File: src/hw/fbod_pkg.sv
// Purpose: Shared constants for the parallel flash bus host controller.
// Assumes: 100 MHz clock, one request at a time from the user side.
// Notes: Pin timing figures are conservative defaults, not device figures.
package fbod_pkg;
    localparam int ADDR_W = 18;         // Word address width
    localparam int DATA_W = 16;         // Data pin count
    localparam int CNT_W = 8;           // Phase counter width
    localparam int CLK_NS = 10;         // Clock period
    localparam int T_SETUP_NS = 20;     // Address/data setup before strobe
    localparam int T_STROBE_NS = 120;   // Strobe low time, covers slowest access
    localparam int T_HOLD_NS = 20;      // Hold and bus turnaround after strobe
    localparam int T_RST_NS = 500;      // Reset pulse width
    localparam int T_RECOV_NS = 500;    // Time after reset release before access
    localparam logic [CNT_W-1:0] SETUP_CYC = CNT_W'((T_SETUP_NS + CLK_NS - 1) / CLK_NS);
    localparam logic [CNT_W-1:0] STROBE_CYC = CNT_W'((T_STROBE_NS + CLK_NS - 1) / CLK_NS);
    localparam logic [CNT_W-1:0] HOLD_CYC = CNT_W'((T_HOLD_NS + CLK_NS - 1) / CLK_NS);
    localparam logic [CNT_W-1:0] RST_CYC = CNT_W'((T_RST_NS + CLK_NS - 1) / CLK_NS);
    localparam logic [CNT_W-1:0] RECOV_CYC = CNT_W'((T_RECOV_NS + CLK_NS - 1) / CLK_NS);
    localparam logic [CNT_W-1:0] CNT_ZERO = 8'h00;
    localparam logic [DATA_W-1:0] DATA_ZERO = 16'h0000;
    localparam logic [ADDR_W-1:0] ADDR_ZERO = 18'h00000;
    localparam int BANK_MSB = 17;       // Bank and sector bits sit at the top
    localparam int SECT_LSB = 12;
    typedef enum logic [1:0] {
        FBOD_OP_READ,
        FBOD_OP_WRITE,
        FBOD_OP_RESET
    } fbod_op_t;
endpackage

File: src/hw/fbod_host.sv
// Purpose: Host controller that runs read, write and reset cycles on a flash bus.
// Assumes: User holds request inputs stable while req_i is high.
// Notes: Bank, sector and command meaning live in the user's address and data.
`timescale 1ns/1ps
module fbod_host (
    input wire logic clock_i,
    input wire logic rst_n_i,
    // User side
    input wire logic req_i,
    input wire fbod_pkg::fbod_op_t op_i,
    input wire logic byte_mode_i,
    input wire logic [fbod_pkg::ADDR_W:0] addr_i,
    input wire logic [fbod_pkg::DATA_W-1:0] wdata_i,
    output logic ready_o,
    output logic done_o,
    output logic [fbod_pkg::DATA_W-1:0] rdata_o,
    output logic busy_o,
    // Flash pins
    output logic [fbod_pkg::ADDR_W-1:0] fl_addr_o,
    input wire logic [fbod_pkg::DATA_W-1:0] fl_dq_i,
    output logic [fbod_pkg::DATA_W-1:0] fl_dq_o,
    output logic [fbod_pkg::DATA_W-1:0] fl_dq_oe_n_o,
    output logic fl_ce_n_o,
    output logic fl_oe_n_o,
    output logic fl_we_n_o,
    output logic fl_reset_n_o,
    output logic fl_word_mode_o,
    input wire logic ready_busy_out
);
    typedef enum logic [2:0] {
        S_RST,
        S_RECOV,
        S_IDLE,
        S_SETUP,
        S_STROBE,
        S_HOLD
    } fbod_state_t;

    typedef struct packed {
        fbod_state_t state;
        fbod_pkg::fbod_op_t op;
        logic byte_mode;
        logic [fbod_pkg::ADDR_W:0] addr;    // Bit 0 is the byte-mode low bit
        logic [fbod_pkg::DATA_W-1:0] wdata;
        logic [fbod_pkg::DATA_W-1:0] rdata;
        logic done;
        logic ce_n;
        logic oe_n;
        logic we_n;
        logic reset_n;
        logic drive;
    } fbod_host_t;

    fbod_host_t st_ff;      // Registered state
    fbod_host_t nxt_st;     // Next state
    logic tmr_load;         // Start a phase
    logic [fbod_pkg::CNT_W-1:0] tmr_val;    // Phase length
    logic tmr_done;         // Phase elapsed

    // Word address on pins: in byte mode the low bit leaves on the top data pin
    function automatic logic [fbod_pkg::ADDR_W-1:0] pin_addr(
        input logic [fbod_pkg::ADDR_W:0] a
    );
        pin_addr = a[fbod_pkg::ADDR_W:1];
    endfunction

    fbod_phase_timer u_timer (
        .clock_i(clock_i),
        .rst_n_i(rst_n_i),
        .load_i(tmr_load),
        .value_i(tmr_val),
        .done_o(tmr_done)
    );

    ////////////////////////////////////////////////////////////////////////
    // Sequencer: reset pulse, recovery, then one phased cycle per request
    always_comb begin
        nxt_st = st_ff;
        nxt_st.done = 1'b0;
        tmr_load = 1'b0;
        tmr_val = fbod_pkg::CNT_ZERO;
        case (st_ff.state)
            S_RST: begin
                // Hold the device reset; it floats and returns to read array
                nxt_st.reset_n = 1'b0;
                nxt_st.ce_n = 1'b1;
                nxt_st.oe_n = 1'b1;
                nxt_st.we_n = 1'b1;
                nxt_st.drive = 1'b0;
                if (tmr_done) begin
                    nxt_st.reset_n = 1'b1;
                    nxt_st.state = S_RECOV;
                    tmr_load = 1'b1;
                    tmr_val = fbod_pkg::RECOV_CYC;
                end
            end
            S_RECOV: begin
                // Device is in read array now, no command needed
                if (tmr_done) begin
                    nxt_st.state = S_IDLE;
                    nxt_st.done = (st_ff.op == fbod_pkg::FBOD_OP_RESET);
                end
            end
            S_IDLE: begin
                // Bus idles in standby with outputs floated
                nxt_st.ce_n = 1'b1;
                if (req_i) begin
                    nxt_st.op = op_i;
                    nxt_st.byte_mode = byte_mode_i;
                    nxt_st.addr = addr_i;
                    nxt_st.wdata = wdata_i;
                    if (op_i == fbod_pkg::FBOD_OP_RESET) begin
                        nxt_st.state = S_RST;
                        tmr_load = 1'b1;
                        tmr_val = fbod_pkg::RST_CYC;
                    end else begin
                        nxt_st.state = S_SETUP;
                        nxt_st.ce_n = 1'b0;
                        // Writes drive data; reads leave the data pins, bar the top pin in byte mode, and send no command
                        nxt_st.drive = (op_i == fbod_pkg::FBOD_OP_WRITE);
                        tmr_load = 1'b1;
                        tmr_val = fbod_pkg::SETUP_CYC;
                    end
                end
            end
            S_SETUP: begin
                if (tmr_done) begin
                    nxt_st.state = S_STROBE;
                    if (st_ff.op == fbod_pkg::FBOD_OP_WRITE) begin
                        nxt_st.we_n = 1'b0;
                        nxt_st.oe_n = 1'b1;
                    end else begin
                        nxt_st.oe_n = 1'b0;
                        nxt_st.we_n = 1'b1;
                    end
                    tmr_load = 1'b1;
                    tmr_val = fbod_pkg::STROBE_CYC;
                end
            end
            S_STROBE: begin
                if (tmr_done) begin
                    // Sample read data while gate still low
                    if (st_ff.op == fbod_pkg::FBOD_OP_READ) begin
                        if (st_ff.byte_mode) begin
                            nxt_st.rdata = {8'h00, fl_dq_i[7:0]};
                        end else begin
                            nxt_st.rdata = fl_dq_i;
                        end
                    end
                    nxt_st.oe_n = 1'b1;
                    nxt_st.we_n = 1'b1;
                    nxt_st.state = S_HOLD;
                    tmr_load = 1'b1;
                    tmr_val = fbod_pkg::HOLD_CYC;
                end
            end
            S_HOLD: begin
                // Hold address and data, then release the bus
                if (tmr_done) begin
                    nxt_st.ce_n = 1'b1;
                    nxt_st.drive = 1'b0;
                    nxt_st.done = 1'b1;
                    nxt_st.state = S_IDLE;
                end
            end
            default: begin
                nxt_st.state = S_IDLE;
            end
        endcase
    end

    // Register stage; reset also pulses the device reset pin
    always_ff @(posedge clock_i or negedge rst_n_i) begin
        if (!rst_n_i) begin
            // Timer sits at zero, so the first edge releases the pin into recovery
            st_ff.state <= S_RST;
            st_ff.op <= fbod_pkg::FBOD_OP_READ;
            st_ff.byte_mode <= 1'b0;
            st_ff.addr <= '0;
            st_ff.wdata <= fbod_pkg::DATA_ZERO;
            st_ff.rdata <= fbod_pkg::DATA_ZERO;
            st_ff.done <= 1'b0;
            st_ff.ce_n <= 1'b1;
            st_ff.oe_n <= 1'b1;
            st_ff.we_n <= 1'b1;
            st_ff.reset_n <= 1'b0;
            st_ff.drive <= 1'b0;
        end else begin
            st_ff <= nxt_st;
        end
    end

    ////////////////////////////////////////////////////////////////////////
    // Pin drive
    assign fl_addr_o = pin_addr(st_ff.addr);
    assign fl_ce_n_o = st_ff.ce_n;
    assign fl_oe_n_o = st_ff.oe_n;
    assign fl_we_n_o = st_ff.we_n;
    assign fl_reset_n_o = st_ff.reset_n;
    assign fl_word_mode_o = ~st_ff.byte_mode;

    // Byte mode: top pin carries the low address bit while selected and out of reset, middle pins float
    always_comb begin
        fl_dq_o = st_ff.wdata;
        fl_dq_oe_n_o = {fbod_pkg::DATA_W{1'b1}};
        if (st_ff.byte_mode) begin
            fl_dq_o = {st_ff.addr[0], 7'h00, st_ff.wdata[7:0]};
            fl_dq_oe_n_o[15] = ~(st_ff.reset_n & ~st_ff.ce_n);
            fl_dq_oe_n_o[7:0] = {8{~st_ff.drive}};
        end else begin
            fl_dq_oe_n_o = {fbod_pkg::DATA_W{~st_ff.drive}};
        end
    end

    // Multi-write sequences such as bypass or erase are issued by the user
    assign ready_o = (st_ff.state == S_IDLE);
    assign done_o = st_ff.done;
    assign rdata_o = st_ff.rdata;
    assign busy_o = ~ready_busy_out;
endmodule

File: src/hw/fbod_phase_timer.sv
// Purpose: Down counter that times each bus phase.
// Assumes: Load only arrives in a cycle where done is high.
// Notes: Done is a level while the count sits at zero.
`timescale 1ns/1ps
module fbod_phase_timer (
    input wire logic clock_i,
    input wire logic rst_n_i,
    input wire logic load_i,
    input wire logic [fbod_pkg::CNT_W-1:0] value_i,
    output logic done_o
);
    typedef struct packed {
        logic [fbod_pkg::CNT_W-1:0] cnt;
    } fbod_tmr_t;

    fbod_tmr_t st_ff;   // Registered count
    fbod_tmr_t nxt_st;  // Next count

    ////////////////////////////////////////////////////////////////////////
    // Load wins, otherwise count down to zero
    always_comb begin
        nxt_st = st_ff;
        if (load_i) begin
            nxt_st.cnt = value_i;
        end else if (st_ff.cnt != fbod_pkg::CNT_ZERO) begin
            nxt_st.cnt = st_ff.cnt - fbod_pkg::CNT_W'(1);
        end
    end

    // Register stage
    always_ff @(posedge clock_i or negedge rst_n_i) begin
        if (!rst_n_i) begin
            st_ff <= '0;
        end else begin
            st_ff <= nxt_st;
        end
    end

    assign done_o = (st_ff.cnt == fbod_pkg::CNT_ZERO);
endmodule

File: config.mk
export PLATFORM = sky130hd
export DESIGN_NAME = fbod_host
export DESIGN_NICKNAME = d
export VERILOG_FILES = /design/src/hw/fbod_pkg.sv /design/src/hw/fbod_host.sv /design/src/hw/fbod_phase_timer.sv
export SDC_FILE = /design/constraint.sdc
export NUM_CORES = 1
export LEC_CHECK = 0
export BUFFER_PORTS_ARGS = -buffer_cell sky130_fd_sc_hd__buf_2
export CORE_MARGIN = 2
export CORE_UTILIZATION = 45
export DETAILED_ROUTE_END_ITERATION = 6
export GPL_TIMING_DRIVEN = 0
export PLACE_DENSITY_LB_ADDON = 0.3
export SLEW_MARGIN = 25
export SYNTH_ARGS = -nofsm -noshare
export SYNTH_HDL_FRONTEND = slang
export SYNTH_SLANG_ARGS = --single-unit
File: constraint.sdc
create_clock -name clock_i -period 2.1 [get_ports clock_i]
set_input_delay 0.21 -clock clock_i [delete_from_list [all_inputs] [get_ports clock_i]]
set_output_delay 0.21 -clock clock_i [all_outputs]
set_load 0.02 [all_outputs]
==> summary.md, run 1 <==
| Metric | Value |
|---|---|
| Slew HR | 59.85% |
| FMAX | 516.7 MHz |
| Internal power | 4.267 mW |
| Register area share after synthesis | 50.32% |
| Die X | 92.68 µm |
| Number of global-route vias before repair | 2554 |
| Final Cycle Share | 92.15% |
| Largest net degree at the start of global routing | 47 |
| Largest cells by area after synthesis | dfrtp_1, mux2_2, buf_4 |
| GR Overflow Total | 0 |
| Mapped cell area | 0.003538 mm² |
| Clock sinks | 71 |
| Gate power share | 46.9% |
| Number of synthesized flops with an enable pin | 0 |
| Clock buffer count from CTS | 9 |
| Clk_skew | 0.01826 ns |
| Routed WL per cell | 12.75 µm |
| Final core occ | 60.42% |
| Commonest non-fill, non-tap cell in the layout | buf_2 |
| Ys flop type | dfrtp_1 |
| Synthesized Nets | 369 |
| Worst hold path type | input pin to flop |
| Port buffer count | 131 |
| FF-to-FF End | rdata_o[6] |
| Worst hold stages | 3 |
| CP required | 2.34 ns |
| Final hold vios | 0 |
| Vias | 2702 |
| Post-synth ARST share | 100.0% |
| Most frequent cells in the layout | buf_2, dfrtp_1, buf_4 |
| Final WL | 7.203 mm |
| Drt drc | 0 |
| Setup ws final | 0.1648 ns |
| Power Dens Cells | 1466 mW/mm² |
| Total Nets Final | 517 |
| Final GP Congestion | 0.8509 |
| RSZ-0062 raised after global routing | no |
| Leak | 2.331 nW |
| Drt first pass iters | 4 |
| Area added between synthesis and finish | 31.26% |
| Clock latency on the worst-skew pair | 0.35 ns |
| Outcome | finished clean |
| Filler cell count | 657 |
| Post-route ant nets | 0 |
| First-pass GRT wire length | 11.83 mm |
| H-tree depth | 3 |
| Distinct cell type count after synthesis | 44 |
| Sw Ratio | 37.35% |
| CORE AREA | 0.007687 mm² |
| ANT cells | 0 |
| Mapped Cells | 310 |
| Hold_sp | byte_mode_i |
| Endpoints failing setup | 0 |
| Die Area | 0.008589 mm² |
| CTS tree | done |
| Worst-margin pin slew | 0.5990 ns |
| Max-slew violation count | 0 |
| Worst EP arrival | 2.18 ns |
| Yosys warns | 0 |
| Cell taking the most area after synthesis | dfrtp_1 |
| CTS resizes | 0 |
| Flop pwr share | 33.1% |
| Crit-path max FO | 10 |
| Critical R2R Launch | u_timer.st_ff[0] |
| CTS clock-pin slew for the worst setup and hold paths | 0.09 ns |
| Worst r2r path cells | 7 |
| Total track usage | 17.52% |
| Setup TNS | 0 ns |
| Worst setup path class | flop to flop |
| Pre-CTS setup slack | -0.05066 ns |
| Hold WS | 0.06993 ns |
| Clock Power Share | 19.9% |
| Max_cap viols | 0 |
| Post-synth top area share | 48.09% |
| Crit path time final | 1.935 ns |
| Setup crit end kind | flop |
| CP startpoint kind | flop |
| Flop-to-flop setup slack | 0.16 ns |
| Synthesized flop and latch total | 71 |
| Rows | 32 |
| Deepest clock path buffer count | 2 |
| Initial antenna violation count | 0 |
| Via/cell ratio | 4.782 |
| Post-DP HPWL | 5.302 mm |
| Root buffer cell | clkbuf_8 |
| Starting DRT DRC Count | 163 |
| Syn_area_per_cell | 11.41 µm² |
| Psw | 2.544 mW |
| Hold worst-path end | st_ff[57] |
| Die height | 92.68 µm |
| Initial Utilization | 46.03% |
| Layout cell share with drive strength beyond 1 | 58.53% |
| Peak VDD IR | 0.0008523 V |
| IO Count | 132 |
-- area by class of cell --
class	count	area, µm²	share of cell area [%]
plain buffers	68	495.5	10.67
clock inverters	6	115.1	2.478
repair buffers	137	725.7	15.63
flip-flops and latches	71	1780	38.34
multi-input cells	161	1225	26.37
well taps	102	127.6	2.748
inverters	10	37.54	0.8082
clock buffers	10	137.6	2.963
-- flip-flops by register name, summed over array words and instances, names as in the netlist --
register,flops
done_o,1
fl_addr_o,18
fl_ce_n_o,1
fl_oe_n_o,1
fl_reset_n_o,1
fl_we_n_o,1
rdata_o,16
st_ff,24
u_timer.st_ff,8
-- critical path, stage by stage, from the launching register on --
cell,delay [ns]
dfrtp_1,0.43
inv_1,0.10
ha_1,0.23
nor4b_4,0.22
buf_4,0.19
nand4_4,0.16
buf_6,0.21
mux2_4,0.29
-- synth_stat cells, types with 2 or more instances --
| cell type | instances |
|---|---|
| a21oi_1 | 5 |
| a221oi_1 | 2 |
| a31oi_1 | 3 |
| buf_2 | 4 |
| buf_4 | 56 |
| buf_6 | 2 |
| clkbuf_1 | 5 |
| dfrtp_1 | 68 |
| dfstp_2 | 3 |
| inv_1 | 10 |
| mux2_2 | 41 |
| mux2_4 | 4 |
| nand2_1 | 31 |
| nand2b_1 | 2 |
| nand3_1 | 3 |
| nand3b_1 | 2 |
| nand4_1 | 2 |
| nor2_1 | 9 |
| nor2b_1 | 7 |
| nor3_1 | 6 |
| nor4b_1 | 2 |
| o21ai_0 | 16 |
| o31ai_1 | 4 |
| xnor2_1 | 3 |
-- power groups by stage --
stage | sequential, mW | combinational (mW) | clock, mW
after detailed placement | 2.28 | 3.18 | 0
after global routing | 2.34 | 3.45 | 1.45
after floorplan | 2.22 | 2.37 | 0
after CTS | 2.26 | 3.22 | 1.40
after global placement | 2.25 | 3.12 | 0
final | 2.26 | 3.19 | 1.36
-- cell families after synthesis --
group,count (synthesis),share of synthesized area (%)
simple gates,75,12.02
fa+ha+maj,1,0.3536
flops,71,50.32
buf+inv,78,15.06
compound gates,36,6.471
mux,46,15.03
xor+xnor,3,0.7427
-- repair_timing --
action                                  in CTS  in global routing
hold buffers                                 1                  0
hold endpoints to repair                    25                  0
setup buffers                                4                  0
endpoints found under the setup margin      14                  0
-- stage by stage --
step | cells | total power, mW | instance area (µm²)
floorplan | 310 | 4.595 | 3538
global route | 565 | 7.245 | 4644
CTS | 565 | 6.879 | 4644
detailed placement | 544 | 5.465 | 4352
global placement | 543 | 5.378 | 4322
finish | 565 | 6.810 | 4644
-- worst max-delay path by stage --
| stage | from | endpoint | slack, ns | cells past startpoint |
|---|---|---|---|---|
| 3_3_place_gp | u_timer.st_ff[0] | rdata_o[4] | -0.009 | 6 |
| 6_report | u_timer.st_ff[0] | rdata_o[6] | 0.16 | 7 |
| 5_1_grt | u_timer.st_ff[0] | rdata_o[13] | 0.03 | 8 |
| 3_5_place_dp | u_timer.st_ff[0] | rdata_o[7] | -0.05 | 6 |
| 2_1_floorplan | u_timer.st_ff[0] | rdata_o[4] | 0.22 | 6 |
| 4_1_cts | st_ff[57] | fl_word_mode_o | 0.19 | 3 |
-- layer usage --
metal,global-route usage (%),wire length (µm),vias to the layer above
li1,-,-,1305
met5,0,0,-
met2,28.53,3446,82
met3,5.207,455,11
met1,22.12,3163,1304
met4,6.740,137,0
Power figures use the tool's default switching activity.
==> inputs of run 2 (changes only) <==
--- a/config.mk
+++ b/config.mk
@@ -5,10 +5,12 @@
 export SDC_FILE = /design/constraint.sdc
 export NUM_CORES = 1
 export LEC_CHECK = 0
+export ABC_AREA = 1
 export BUFFER_PORTS_ARGS = -buffer_cell sky130_fd_sc_hd__buf_2
 export CORE_MARGIN = 2
 export CORE_UTILIZATION = 45
 export DETAILED_ROUTE_END_ITERATION = 6
+export GPL_ROUTABILITY_DRIVEN = 0
 export GPL_TIMING_DRIVEN = 0
 export PLACE_DENSITY_LB_ADDON = 0.3
 export SLEW_MARGIN = 25
==> summary.md, run 2 <==
| Metric | Value |
|---|---|
| Worst setup path class | flop to output pin |
| Largest cells by area after synthesis | dfrtp_1, nand2_1, buf_4 |
| Max FFs per register | 24 (unchanged) |
| First-pass GRT wire length | 13.67 mm (+16%) |
| Largest net degree at the start of global routing | 52 (+11%) |
| Via/cell ratio | 4.520 (-5.5%) |
| Sequential cell area | 0.001780 mm² (unchanged) |
| CTS resizes | 0 (unchanged) |
| Crit path time final | 1.898 ns (-0.03711 ns) |
| Post-DP HPWL | 6.266 mm (+18%) |
| Die Area | 0.008824 mm² (+2.7%) |
| Die X | 93.94 µm (+1.4%) |
| Root buffer cell | clkbuf_8 |
| Distinct cell type count after synthesis | 27 (-39%) |
| Setup crit end kind | output pin |
| Setup TNS | 0 ns (unchanged) |
| Final Instance Count excl. Fillers | 688 (+22%) |
| Rows | 32 (unchanged) |
| Total Nets Final | 640 (+24%) |
| Post-synth top area share | 46.75% (-1.3 points) |
| CP startpoint kind | flop |
| CP required | 1.89 ns (-0.45 ns) |
| Layout cell share with drive strength beyond 1 | 42.83% (-16 points) |
| Peak VDD IR | 0.0007122 V (-16%) |
| Multi-input logic area | 0.001200 mm² (-2.0%) |
| Initial antenna violation count | 0 (unchanged) |
| IO Count | 132 (unchanged) |
| H-tree depth | 3 (unchanged) |
| Cell Area, Placed | 0.004453 mm² (+2.3%) |
| RSZ-0062 raised after global routing | no |
| Syn_area_per_cell | 8.310 µm² (-27%) |
| CTS clock-pin slew for the worst setup and hold paths | 0.08 ns (about the same) |
| Slew HR | 72.06% (+12 points) |
| Deepest clock path buffer count | 2 (unchanged) |
| Setup ws final | 0.2019 ns (+0.03711 ns) |
| Pre-CTS setup slack | 0.3231 ns (+0.3738 ns) |
| Clock latency on the worst-skew pair | 0.34 ns (about the same) |
| Max_cap viols | 0 (unchanged) |
| Register area share after synthesis | 48.92% (-1.4 points) |
| FMAX | 526.8 MHz (+2.0%) |
| Area added between synthesis and finish | 27.88% |
| Clock buffer count from CTS | 9 (unchanged) |
| Power Dens Cells | 1327 mW/mm² (-9.5%) |
| Final WL | 8.111 mm (+13%) |
| Starting DRT DRC Count | 137 (-16%) |
| Filler cell count | 697 (+6.1%) |
| Fin area | 0.004654 mm² (+0.22%) |
| Synthesized flop and latch total | 71 (unchanged) |
| Worst hold stages | 3 (unchanged) |
| Port buffer count | 131 (unchanged) |
| Final Cycle Share | 90.39% (-1.8 points) |
| Outcome | finished clean |
| Drt drc | 0 (unchanged) |
| Ys flop type | dfrtp_1 |
| Cell taking the most area after synthesis | dfrtp_1 |
| Vias | 3110 (+15%) |
| Synthesized Nets | 497 (+35%) |
| Number of global-route vias before repair | 2994 (+17%) |
| Most frequent cells after synthesis | nand2_1, dfrtp_1, buf_4 |
| CTS tree | done |
| Number of synthesized flops with an enable pin | 0 (unchanged) |
| Crit-path max FO | 12 (+2) |
| Mapped Cells | 438 (+41%) |
| Mapped cell area | 0.003640 mm² (+2.9%) |
| Most frequent cells in the layout | nand2_1, buf_2, dfrtp_1 |
| Most common cell in the synthesized netlist | nand2_1 |
| CP Cell Sequence | inv_1, nand2_1, buf_4, buf_2 |
| Biggest register | st_ff |
| Max-slew violation count | 0 (unchanged) |
| Post-route ant nets | 0 (unchanged) |
| CP peak stage delay | 0.38 ns (-0.05 ns) |
| Worst r2r path cells | 9 (+2) |
| Initial Utilization | 46.86% (+0.83 points) |
| Placed cells | 672 (+24%) |
| Total track usage | 19.63% (+2.1 points) |
| ANT cells | 0 (unchanged) |
| Worst EP arrival | 1.69 ns (-0.49 ns) |
| Leak | 2.607 nW (+12%) |
| Routed WL per cell | 11.79 µm (-7.5%) |
| Final hold vios | 0 (unchanged) |
| Final core occ | 59.92% (-0.49 points) |
| Drt first pass iters | 4 (unchanged) |
| Clock sinks | 71 (unchanged) |
| Die height | 93.94 µm (+1.4%) |
| Endpoints failing setup | 0 (unchanged) |
| Worst hold path type | input pin to flop |
| Yosys warns | 0 (unchanged) |
| Post-synth ARST share | 100.0% (unchanged) |
| Worst-margin pin slew | 0.4187 ns (-0.1803 ns) |
| Commonest non-fill, non-tap cell in the layout | nand2_1 |
| Clk_skew | 0.007905 ns (-0.01036 ns) |
| CORE AREA | 0.007767 mm² (+1.0%) |
| GR Overflow Total | 0 (unchanged) |
| Critical-path top delay cell | dfrtp_1 |
run 2: cells by family (layout without fill, tap and decap cells):
kind of cell	after synthesis	count (layout)	share of synthesized area, %
adders and majority gates	1	1	0.3437
DFF	71	71	48.92
and+or+nand+nor	205	205	23.82
AOI/OAI and AO/OA	50	50	8.559
xor gates and xnor gates	1	1	0.2407
buffers and inverters	110	258	18.12
run 2: worst max-delay path, delay by kind of cell (launching register included):
kind,cells,cell delay (ns)
buffers and inverters,3,0.68
DFF,1,0.38
and+or+nand+nor,1,0.29
run 2: report_power, final:
part	internal, mW	switching (mW)
clock	0.548	0.532
combinational	1.17	1.76
sequential	1.87	0.299
run 2: metrics by stage:
stage / power (mW) / hold slack (ns)
after floorplan: 4.313 / -0.08559
after global placement: 5.065 / 0.4100
after detailed placement: 5.158 / 0.1265
after CTS: 6.243 / 0.05313
after global routing: 6.703 / 0.05433
final: 6.177 / 0.06402
run 2: layout make-up:
class                   instances  share of cell area, %
well taps                     102                  2.742
multi-input cells             257                  25.78
clock buffers                   9                  2.661
clock inverters                 7                  1.532
repair buffers                133                  14.95
plain buffers                  67                  10.70
flip-flops and latches         71                  38.25
inverters                      42                  3.387
run 2: what timing repair did:
item | 4_1_cts | 5_1_grt
buffers inserted | 0 | 0
endpoints found under the setup margin | 6 | 0
endpoints found under the hold margin | 18 | 0
hold buffers | 1 | 0
run 2: final timing paths:
kind,from,slack (ns),to
setup / recovery,st_ff[57],0.20,fl_dq_oe_n_o[13]
hold / removal,wdata_i[0],0.06,st_ff[22]
setup reg to reg,u_timer.st_ff[0],0.48,u_timer.st_ff[1]
hold reg to reg,fl_addr_o[9],0.47,fl_addr_o[9]
max in group asynchronous,rst_n_i,1.23,fl_ce_n_o
min in group asynchronous,rst_n_i,0.29,rdata_o[3]
run 2: layer usage:
layer / GRT usage [%] / share of wire [%] / up-vias
li1: - / - / 1579
met1: 24.78 / 43 / 1409
met2: 32.50 / 48 / 108
met3: 4.173 / 7.2 / 14
met4: 8.575 / 1.5 / 0
met5: 0 / 0 / -
